File: src/hdl/pard_adc_map.svh
`ifndef PARD_ADC_MAP_SVH
`define PARD_ADC_MAP_SVH

// Register addresses on the serial slave register space
`define PARD_ADDR_RESULT_LOW 3'h3
`define PARD_ADDR_RESULT_HIGH 3'h4
`define PARD_ADDR_CHIP_ID 3'h5

// Conversion geometry
`define PARD_RESULT_W 12
`define PARD_INTEG_CYCLES 8192
`define PARD_INTEG_W 13
`define PARD_FULL_SCALE 4096

// Upper and lower result register layout
`define PARD_HI_BELOW_BIT 7
`define PARD_HI_OVR_BIT 6
`define PARD_HI_NIBBLE_MSB 3
`define PARD_LO_BYTE_MSB 7

// Identification layout
`define PARD_ID_REV_LSB 5
`define PARD_ID_PART_MSB 4

// Reset and fill values
`define PARD_BYTE_ZERO 8'h00
`define PARD_RESULT_ZERO 12'h000
`define PARD_RESULT_MAX 12'hfff

`endif

File: src/hdl/pard_pkg.sv
package pard_pkg;

    typedef enum logic [2:0] {
        PARD_IDLE,
        PARD_ZERO_INTEG,
        PARD_ZERO_RUNDOWN,
        PARD_SIG_INTEG,
        PARD_SIG_RUNDOWN
    } pard_state_t;

    // Source switched onto the integrator input
    typedef enum logic [1:0] {
        PARD_SRC_NONE,
        PARD_SRC_ZERO,
        PARD_SRC_SIGNAL,
        PARD_SRC_REFERENCE
    } pard_src_t;

    typedef struct packed {
        logic dump;
        pard_src_t src;
        logic volt_sel;
        logic [2:0] port;
    } pard_front_t;

    typedef struct packed {
        logic below;
        logic overrange;
        logic busy;
    } pard_status_t;

endpackage

File: src/hdl/pard_step_counter.sv
`timescale 1ns/100ps
`include "pard_adc_map.svh"

module pard_step_counter #(
    parameter int WIDTH = `PARD_RESULT_W
) (
    input wire logic ref_clk,
    input wire logic rst,
    input wire logic clr,
    input wire logic inc,
    output logic [WIDTH-1:0] value,
    output logic at_max
);

    logic [WIDTH-1:0] cnt_q;
    logic [WIDTH-1:0] cnt_d;

    always_comb begin
        cnt_d = cnt_q;
        if (clr) begin
            cnt_d = '0;
        end else if (inc && !at_max) begin
            cnt_d = cnt_q + 1'b1;
        end
    end

    always_ff @(posedge ref_clk) begin
        if (rst) begin
            cnt_q <= '0;
        end else begin
            cnt_q <= cnt_d;
        end
    end

    // Saturates rather than wraps so a stuck comparator cannot alias to a small count
    assign at_max = &cnt_q;
    assign value = cnt_q;

endmodule

File: src/hdl/pard_adc_readout.sv
// Summary of operation
// - While a port is powered, its averaged current or voltage is readable.
// - Each conversion yields a 12-bit result with input offset subtracted.
// - Integration lasts exactly 8192 device clock cycles.
// - Span is 4096 counts, codes zero through 12-bit maximum.
// - Address 011 reads result bits 7..0 on D7..D0.
// - Address 100 reads bits 11..8 on D3..D0, flags D7/D6, D5/D4 reserved.
// - During each rundown phase of a conversion the result registers show the live counter.
// - On completion the final count is frozen until the next conversion.
// - D7 of address 100 reads 1 while integrator node is below threshold.
// - D6 of address 100 reads 1 when count overflow was detected.
// - Address 101 is hardwired: revision in D7..D5, part code in D4..D0.
// - Port-4 control bit selects currents (0) or port voltage (1).
`timescale 1ns/100ps
`include "pard_adc_map.svh"

module pard_adc_readout #(
    parameter int RESULT_W = `PARD_RESULT_W,
    parameter int INTEG_W = `PARD_INTEG_W,
    // Arbitrary identification values
    parameter logic [2:0] SILICON_REVISION_CODE = 3'h1,
    parameter logic [4:0] PART_CODE_FIELD = 5'h01
) (
    input wire logic ref_clk,
    input wire logic rst,
    input wire logic sample_req,
    input wire logic [2:0] sample_port,
    input wire logic port_powered,
    input wire logic adc_input_select,
    input wire logic integrator_cap_node,
    input wire logic reg_rd,
    input wire logic [2:0] reg_addr,
    output logic [7:0] reg_rdata,
    output pard_pkg::pard_front_t front,
    output pard_pkg::pard_status_t status
);

    ////////////////////////////////////////////////////////////////////////////////
    // Counters

    pard_pkg::pard_state_t state_q;
    pard_pkg::pard_state_t state_d;
    logic integ_clr;
    logic integ_inc;
    logic [INTEG_W-1:0] integ_value;
    logic integ_done;
    logic run_clr;
    logic run_inc;
    logic [RESULT_W-1:0] run_value;
    logic run_full;

    // Integration timer: 2^13 states, so the terminal count is the 8192nd cycle
    pard_step_counter #(
        .WIDTH(INTEG_W)
    ) u_integ_timer (
        .ref_clk(ref_clk),
        .rst(rst),
        .clr(integ_clr),
        .inc(integ_inc),
        .value(integ_value),
        .at_max(integ_done)
    );

    // Rundown counter spans the 4096-code range
    pard_step_counter #(
        .WIDTH(RESULT_W)
    ) u_rundown (
        .ref_clk(ref_clk),
        .rst(rst),
        .clr(run_clr),
        .inc(run_inc),
        .value(run_value),
        .at_max(run_full)
    );

    ////////////////////////////////////////////////////////////////////////////////
    // Sequencer

    logic below_q;
    logic below_d;
    logic [2:0] port_q;
    logic [2:0] port_d;
    logic volt_q;
    logic volt_d;
    logic [RESULT_W-1:0] offset_q;
    logic [RESULT_W-1:0] offset_d;
    logic [RESULT_W-1:0] result_q;
    logic [RESULT_W-1:0] result_d;
    logic ovr_q;
    logic ovr_d;
    logic start;
    logic rundown_end;

    assign start = sample_req && port_powered;
    // Rundown stops when the node climbs back above threshold or the count runs out
    assign rundown_end = !below_q || run_full;

    always_comb begin
        state_d = state_q;
        port_d = port_q;
        volt_d = volt_q;
        offset_d = offset_q;
        result_d = result_q;
        ovr_d = ovr_q;
        integ_clr = 1'b1;
        integ_inc = 1'b0;
        run_clr = 1'b1;
        run_inc = 1'b0;
        unique case (state_q)
            pard_pkg::PARD_IDLE: begin
                if (start) begin
                    state_d = pard_pkg::PARD_ZERO_INTEG;
                    port_d = sample_port;
                    volt_d = adc_input_select;
                    ovr_d = 1'b0;
                    result_d = `PARD_RESULT_ZERO;
                end
            end
            pard_pkg::PARD_ZERO_INTEG: begin
                integ_clr = 1'b0;
                integ_inc = 1'b1;
                if (integ_done) begin
                    state_d = pard_pkg::PARD_ZERO_RUNDOWN;
                end
            end
            pard_pkg::PARD_ZERO_RUNDOWN: begin
                run_clr = 1'b0;
                run_inc = 1'b1;
                result_d = run_value;
                if (rundown_end) begin
                    offset_d = run_value;
                    state_d = pard_pkg::PARD_SIG_INTEG;
                end
            end
            pard_pkg::PARD_SIG_INTEG: begin
                integ_clr = 1'b0;
                integ_inc = 1'b1;
                if (integ_done) begin
                    state_d = pard_pkg::PARD_SIG_RUNDOWN;
                end
            end
            pard_pkg::PARD_SIG_RUNDOWN: begin
                run_clr = 1'b0;
                run_inc = 1'b1;
                result_d = run_value;
                if (rundown_end) begin
                    state_d = pard_pkg::PARD_IDLE;
                    if (below_q) begin
                        ovr_d = 1'b1;
                        result_d = `PARD_RESULT_MAX;
                    end else if (run_value > offset_q) begin
                        result_d = run_value - offset_q;
                    end else begin
                        result_d = `PARD_RESULT_ZERO;
                    end
                end
            end
        endcase
        // A port dropping power aborts the pass; the last value shown stays put
        if (state_q != pard_pkg::PARD_IDLE && !port_powered) begin
            state_d = pard_pkg::PARD_IDLE;
        end
    end

    always_comb begin
        below_d = integrator_cap_node;
    end

    always_ff @(posedge ref_clk) begin
        if (rst) begin
            state_q <= pard_pkg::PARD_IDLE;
            port_q <= 3'h0;
            volt_q <= 1'b0;
            offset_q <= `PARD_RESULT_ZERO;
            result_q <= `PARD_RESULT_ZERO;
            ovr_q <= 1'b0;
            below_q <= 1'b0;
        end else begin
            state_q <= state_d;
            port_q <= port_d;
            volt_q <= volt_d;
            offset_q <= offset_d;
            result_q <= result_d;
            ovr_q <= ovr_d;
            below_q <= below_d;
        end
    end

    ////////////////////////////////////////////////////////////////////////////////
    // Front-end control

    pard_pkg::pard_front_t front_d;
    pard_pkg::pard_front_t front_q;

    always_comb begin
        front_d.dump = 1'b0;
        // Covers unused state codes so the struct never infers a latch
        front_d.src = pard_pkg::PARD_SRC_NONE;
        front_d.port = port_d;
        front_d.volt_sel = volt_d;
        unique case (state_d)
            pard_pkg::PARD_IDLE: begin
                front_d.dump = 1'b1;
                front_d.src = pard_pkg::PARD_SRC_NONE;
            end
            pard_pkg::PARD_ZERO_INTEG: begin
                front_d.src = pard_pkg::PARD_SRC_ZERO;
            end
            pard_pkg::PARD_SIG_INTEG: begin
                front_d.src = pard_pkg::PARD_SRC_SIGNAL;
            end
            pard_pkg::PARD_ZERO_RUNDOWN, pard_pkg::PARD_SIG_RUNDOWN: begin
                front_d.src = pard_pkg::PARD_SRC_REFERENCE;
            end
        endcase
    end

    always_ff @(posedge ref_clk) begin
        if (rst) begin
            front_q <= '{dump: 1'b1, src: pard_pkg::PARD_SRC_NONE, volt_sel: 1'b0,
                port: 3'h0};
        end else begin
            front_q <= front_d;
        end
    end

    assign front = front_q;

    ////////////////////////////////////////////////////////////////////////////////
    // Register read port

    logic [7:0] rdata_q;
    logic [7:0] rdata_d;
    logic [7:0] high_byte;
    logic [7:0] id_byte;

    always_comb begin
        high_byte = `PARD_BYTE_ZERO; // Reserved test bits read zero
        high_byte[`PARD_HI_BELOW_BIT] = below_q;
        high_byte[`PARD_HI_OVR_BIT] = ovr_q;
        high_byte[`PARD_HI_NIBBLE_MSB:0] = result_q[RESULT_W-1:`PARD_LO_BYTE_MSB+1];
        id_byte = {SILICON_REVISION_CODE, PART_CODE_FIELD};
    end

    // Pure mux into a holding flop: nothing here touches sequencer state
    always_comb begin
        rdata_d = rdata_q;
        if (reg_rd) begin
            unique case (reg_addr)
                `PARD_ADDR_RESULT_LOW: rdata_d = result_q[`PARD_LO_BYTE_MSB:0];
                `PARD_ADDR_RESULT_HIGH: rdata_d = high_byte;
                `PARD_ADDR_CHIP_ID: rdata_d = id_byte;
                default: rdata_d = `PARD_BYTE_ZERO;
            endcase
        end
    end

    always_ff @(posedge ref_clk) begin
        if (rst) begin
            rdata_q <= `PARD_BYTE_ZERO;
        end else begin
            rdata_q <= rdata_d;
        end
    end

    assign reg_rdata = rdata_q;

    ////////////////////////////////////////////////////////////////////////////////
    // Status

    logic busy_q;
    logic busy_d;

    always_comb begin
        busy_d = (state_d != pard_pkg::PARD_IDLE);
    end

    always_ff @(posedge ref_clk) begin
        if (rst) begin
            busy_q <= 1'b0;
        end else begin
            busy_q <= busy_d;
        end
    end

    assign status = '{below: below_q, overrange: ovr_q, busy: busy_q};

endmodule

File: config.mk
export PLATFORM = sky130hd
export DESIGN_NAME = pard_adc_readout
export DESIGN_NICKNAME = d
export VERILOG_FILES = /design/src/hdl/pard_pkg.sv /design/src/hdl/pard_step_counter.sv /design/src/hdl/pard_adc_readout.sv
export VERILOG_INCLUDE_DIRS = /design/src /design/src/hdl
export SDC_FILE = /design/constraint.sdc
export NUM_CORES = 1
export LEC_CHECK = 0
export BUFFER_PORTS_ARGS = -buffer_cell sky130_fd_sc_hd__buf_2
export CAP_MARGIN = 20
export CORE_ASPECT_RATIO = 1.5
export CORE_MARGIN = 2
export CORE_UTILIZATION = 55
export DETAILED_ROUTE_END_ITERATION = 16
export PLACE_DENSITY = 0.82
export SLEW_MARGIN = 30
export SYNTH_ARGS = -nofsm -noshare
export SYNTH_HDL_FRONTEND = slang
export SYNTH_SLANG_ARGS = --single-unit
File: constraint.sdc
create_clock -name ref_clk -period 3.03 [get_ports ref_clk]
set_clock_uncertainty 0.1 [all_clocks]
set_input_delay 0 -clock ref_clk [delete_from_list [all_inputs] [get_ports ref_clk]]
set_output_delay 0 -clock ref_clk [all_outputs]
set_load 0.01 [all_outputs]
# Word-level counts from Yosys, hierarchy flattened

Cells that the tools add are included.

Register bits after elaboration: 70
Bits of input ports: 13
Output and inout bits: 18

Multiplexer cells: 25
Reduce and logical (&&, ||, !) cells: 26
Magnitude comparators: 1
Equal/unequal tests: 14
Add/sub/neg operators: 3
Bitwise gates (word level): 2

Operators by type and width:

| kind                  | count |
|---|---|
| $mux 12               | 4 |
| $pmux 12 s3           | 1 |
| $mux 3                | 8 |
| $pmux 8 s3            | 1 |
| $eq 3x2->1 const B    | 5 |
| $pmux 3 s5            | 1 |
| $add 13x1->13 const B | 1 |
| $reduce_and 13->1     | 1 |
| $add 12x1->12 const B | 1 |
| $eq 3x3->1 const B    | 4 |
| $gt 12x12->1          | 1 |
| $reduce_and 12->1     | 1 |
| $sub 12x12->12        | 1 |
| $reduce_or 2->1       | 5 |
| $reduce_bool 3->1     | 3 |
| $mux 1                | 8 |
| $pmux 2 s4            | 1 |
| $eq 3x1->1 const B    | 2 |
| $logic_not 3->1       | 2 |
| $ne 2x2->1 const B    | 3 |
| $reduce_and 2->1      | 3 |
| $logic_and 1x1->1     | 4 |
| $logic_not 1->1       | 4 |
| $reduce_and 4->1      | 1 |
| other kinds (4)       | 5 |

# Longest topological paths before layout

Word-level depth: 8
Mapped depth: 10

# Modules after synthesis

From an unflattened synthesis, not the netlist that was laid out.

Cell total of the unflattened synthesis: 499
Area total of the unflattened synthesis: 4062.6 sq um

By module, submodules not included:

| module                            | instances | area each (sq um) | cells an instance | seq. area each (sq um) |
|---|---|---|---|---|
| pard_adc_readout                  | 1         | 2798.9            | 351               | 900.9 |
| pard_step_counter (u_integ_timer) | 1         | 645.6             | 75                | 260.2 |
| pard_step_counter (u_rundown)     | 1         | 618.1             | 73                | 240.2 |

# Worst setup path after synthesis

OpenSTA, ideal clock, no wires.

Path type: register to register
From: register u_rundown.cnt_q[0], in the netlist u_rundown.value[0]
To: register result_q[8]
Required time: 2.844 ns
Arrival: 2.227 ns
Path slack: 0.617 ns
Path buffers: 0
Stages on the path, launching flop included: 10
Period minus slack after synthesis: 2.413 ns
Library setup time: 0.086 ns
Path through: dfxtp_1 > inv_1 > ha_1 > fa_1 > nand2b_1 > a21oi_1 > o211ai_1 > a21boi_1 > a32oi_1 > a211oi_1

Word-level cells in the longest chain between the ends: 5
Elaborated cells between the ends (all ways): 8

RTL lines:

| item                                           | RTL line                                         | RTL |
|---|---|---|
| from (decl)                                    | pard_step_counter.sv:15                          | `logic [WIDTH-1:0] cnt_q;` |
| from (signal assigned)                         | pard_step_counter.sv:31                          | `cnt_q <= cnt_d;` |
| $sub 12x12->12 or $gt 12x12->1 (tied branches) | pard_adc_readout.sv:152, pard_adc_readout.sv:151 |  |
| $mux 12                                        | pard_adc_readout.sv:151                          | `end else if (run_value > offset_q) begin` |
| $mux 12                                        | pard_adc_readout.sv:148                          | `if (below_q) begin` |
| $mux 12 (*)                                    | pard_adc_readout.sv:146                          | `if (rundown_end) begin` |
| $pmux 12 s3 (*)                                | pard_adc_readout.sv:109                          | `unique case (state_q)` |
| to (signal assigned)                           | pard_adc_readout.sv:175                          | `` result_q <= `PARD_RESULT_ZERO; `` |
| to (signal assigned)                           | pard_adc_readout.sv:183                          | `result_q <= result_d;` |
| to (decl)                                      | pard_adc_readout.sv:87                           | `logic [RESULT_W-1:0] result_q;` |

Every way passes the cells marked *; elsewhere a longest branch is shown, timed or not.
A chain may end at the register's enable or synchronous reset.

# Worst setup path in the final report

From: register u_rundown.cnt_q[0], in the netlist u_rundown.value[0]
To: register result_q[5]

Same word-level chain as after synthesis.

==> reports/qor.yml <==
die:
  io_pins: 31
  num_rows: 36
  die_w_um: 71.4
  core_um2: 6530
  dieArea_um2: 7490
  die_h_um: 105
  start_util: 0.573
placement:
  gp_congestion: 0.922
  numPortBuffers: 30
  hpwl_um: 6200
  dp_worst_setup_slack_ns: 0.254
  post_dp_cell_area_um2: 3880
logic_synthesis:
  synth_edf_count: 0
  ys.flop_type: "dfxtp_1"
  yosysWarnings: 0
  syn_nets: 477
  synthCells: 449
  ys_seq_area_frac: 0.374
  synth_seq_cells: 70
  ys_types: 55
  netlist_area_um2: 3740
  syn_avg_cell_area_um2: 8.33
  synthArstFlopShare: 0
power:
  p_leak_nw: 1.70
  peakVddDrop_mv: 0.317
  power_density_nw_per_um2: 427
  p_int_mw: 1.36
  clkPwrFrac: 0.408
  power_switching_uw: 414
  power_frac_comb: 0.057
  swShare: 0.233
  seqPwrFrac: 0.534
final_layout:
  n_fill_cell: 571
  fin_util: 0.638
  final_common_cell: "nor2_1"
  area_growth_pct: 11.4
  fin_nets: 505
  drive_gt1_frac: 0.118
  most-common-layout-cells: "nor2_1 (78), dfxtp_1 (70), buf_2 (30)"
  diodes: 0
  stdcell_area_um2: 4170
worst_hold_path:
  hold_depth: 4
  hold_path_class: "in2reg"
clock_network:
  cts.sinks: 70
  clkTransAtPathRegs_ns: 0.07
  insertion_delay_ns: 0.36
  cts_inserted_buffers: 9
  cts_tree: "built"
  clock-root-buffer: "clkbuf_8"
  post_cts_buffers: 0
  htree_levels: 3
  clockBufferDepth: 2
worst_setup_path:
  critPathKind: "reg2reg"
  path_cells: "inv_1 > ha_1 > fa_1 > nand2b_1 > a21oi_1 > o211ai_1 > a21boi_1 > nand4b_1 > a211oi_1"
  worstPathArrival_ns: 2.93
  max_stage_delay_ns: 0.40
  r2r_cells: 9
  cp_top_family: "compound AO/OA/AOI/OAI gates"
  critical_path.startpoint_type: "flip-flop"
  slowest_stage: "fa_1"
  crit_buf_inv: 1
  cp_num_cells: 9
  critPathMaxFanout: 6
  required_ns: 3.19
  end_kind: "flip-flop"
route:
  drtPass1Iterations: 5
  vias: 3201
  detail_route.wl_per_cell_um: 15.0
  drtIter0Drc: 151
  routed_wl_um: 8380
  viasPerCell: 5.74
  drc: 0
  antenna_left: 0
timing:
  period_needed_ns: 2.77
  setup_ws_ns: 0.263
  fin_tns_setup_ns: 0
  setup-violations-final: 0
  slew_violations: 0
  slew_headroom: 0.565
  tightestPinTransition_ns: 0.653
  hold_violations: 0
  fmax_mhz: 361
  min_period_over_period: 0.913
  rsz0062_at_grt: "false"
  fin_hold_ws_ns: 0.0327
status:
  status: "complete, no violations"
global_route:
  grtUsageTotal: 0.239
  grt_overflow: 0
  grt-busiest-layer: "met2"
  grt_util_met2: 0.425
  grt_pass1_wl_um: 14100
  met3_usage: 0.0424
  antenna_found_initial: 0
  grt_pass1_vias: 3094
  grt_util_met1: 0.256
  grt_max_degree: 35
run:
  drv_cap: 0
[layer usage]
layer	share of wire	up-vias
met5	0	-
met4	0.049	0
met2	0.51	59
met3	0.031	26
met1	0.41	1485
li1	-	1631
[metrics by stage]
| stage | power [mW] | instances |
|---|---|---|
| after floorplan | 1.03 | 449 |
| after global placement | 1.06 | 532 |
| after detailed placement | 1.06 | 532 |
| after CTS | 1.79 | 558 |
| after global routing | 1.84 | 558 |
| final | 1.78 | 558 |
[kinds of logic (layout without fill, tap and decap cells)]
kind of cell    Yosys count  count (layout)  share of synthesized area
flops                    70              70                      0.374
xor+xnor                 26              26                     0.0608
fa+ha+maj                15              15                     0.0522
simple gates            175             175                      0.233
compound gates           99              99                      0.179
mux                      15              15                     0.0401
buf+inv                  49              82                     0.0608
[power by group through the flow]
stage	registers, mW	logic [mW]	clock network, mW
final	0.951	0.102	0.727
after global routing	0.952	0.114	0.777
after CTS	0.950	0.102	0.738
after detailed placement	0.972	0.0917	0
after global placement	0.971	0.0901	0
after floorplan	0.970	0.0613	0
[what timing repair did]
action,in CTS,in global routing
resized for setup,0,0
hold buffers,10,0
endpoints found under the hold margin,19,0
[path summary, 6_finish.rpt]
kind                                   startpoint                   endpoint  slack, ns
setup / recovery  u_rundown.value[0]$_SDFFE_PP0P_   result_q[5]$_SDFFE_PP0P_       0.26
hold / removal                        reg_addr[1]  reg_rdata[0]$_SDFFE_PP0P_       0.03
setup reg to reg  u_rundown.value[0]$_SDFFE_PP0P_   result_q[5]$_SDFFE_PP0P_       0.26
hold reg to reg         reg_rdata[4]$_SDFFE_PP0P_  reg_rdata[4]$_SDFFE_PP0P_       0.37
[worst reg2reg max path, stage by stage, from the launching register on]
cell	delay, ns
dfxtp_1	0.37
inv_1	0.10
ha_1	0.24
fa_1	0.40
nand2b_1	0.18
a21oi_1	0.30
o211ai_1	0.20
a21boi_1	0.40
nand4b_1	0.15
a211oi_1	0.23
[registers in the layout (all words and copies together) (netlist names), 3 cells and up]
| register | cells |
|---|---|
| u_integ_timer.value | 13 |
| offset_q | 12 |
| result_q | 12 |
| u_rundown.value | 12 |
| reg_rdata | 8 |
| front | 7 |
| state_q | 3 |
[synthesized netlist by cell type (all sizes together) (5+ instances only)]
| master | instances | share of area |
|---|---|---|
| a221oi | 6 | 0.014 |
| a22oi | 9 | 0.018 |
| xor2 | 11 | 0.026 |
| xnor2 | 15 | 0.035 |
| inv | 21 | 0.021 |
| nand2b | 12 | 0.020 |
| mux2i | 15 | 0.040 |
| and3 | 5 | 0.0084 |
| nor3 | 11 | 0.017 |
| nand3 | 12 | 0.016 |
| o21ai | 13 | 0.017 |
| a21oi | 28 | 0.037 |
| and4 | 5 | 0.012 |
| dfxtp | 70 | 0.37 |
| ha | 14 | 0.047 |
| buf | 13 | 0.025 |
| nand4 | 10 | 0.022 |
| nor2b | 7 | 0.012 |
| nor2 | 78 | 0.078 |
| clkbuf | 15 | 0.015 |
| a21o | 7 | 0.014 |
| a211oi | 12 | 0.024 |
| nand2 | 21 | 0.021 |
[cell type report]
cell class,count,area [µm²],share of cell area
repair buffers,45,288,0.0690
well taps,76,95.1,0.0228
inverters,21,78.8,0.0189
clock buffers,11,131,0.0315
flip-flops and latches,70,1400,0.336
clock inverters,5,60.1,0.0144
multi-input cells,330,2110,0.507
(Power assumes the default switching activity.)
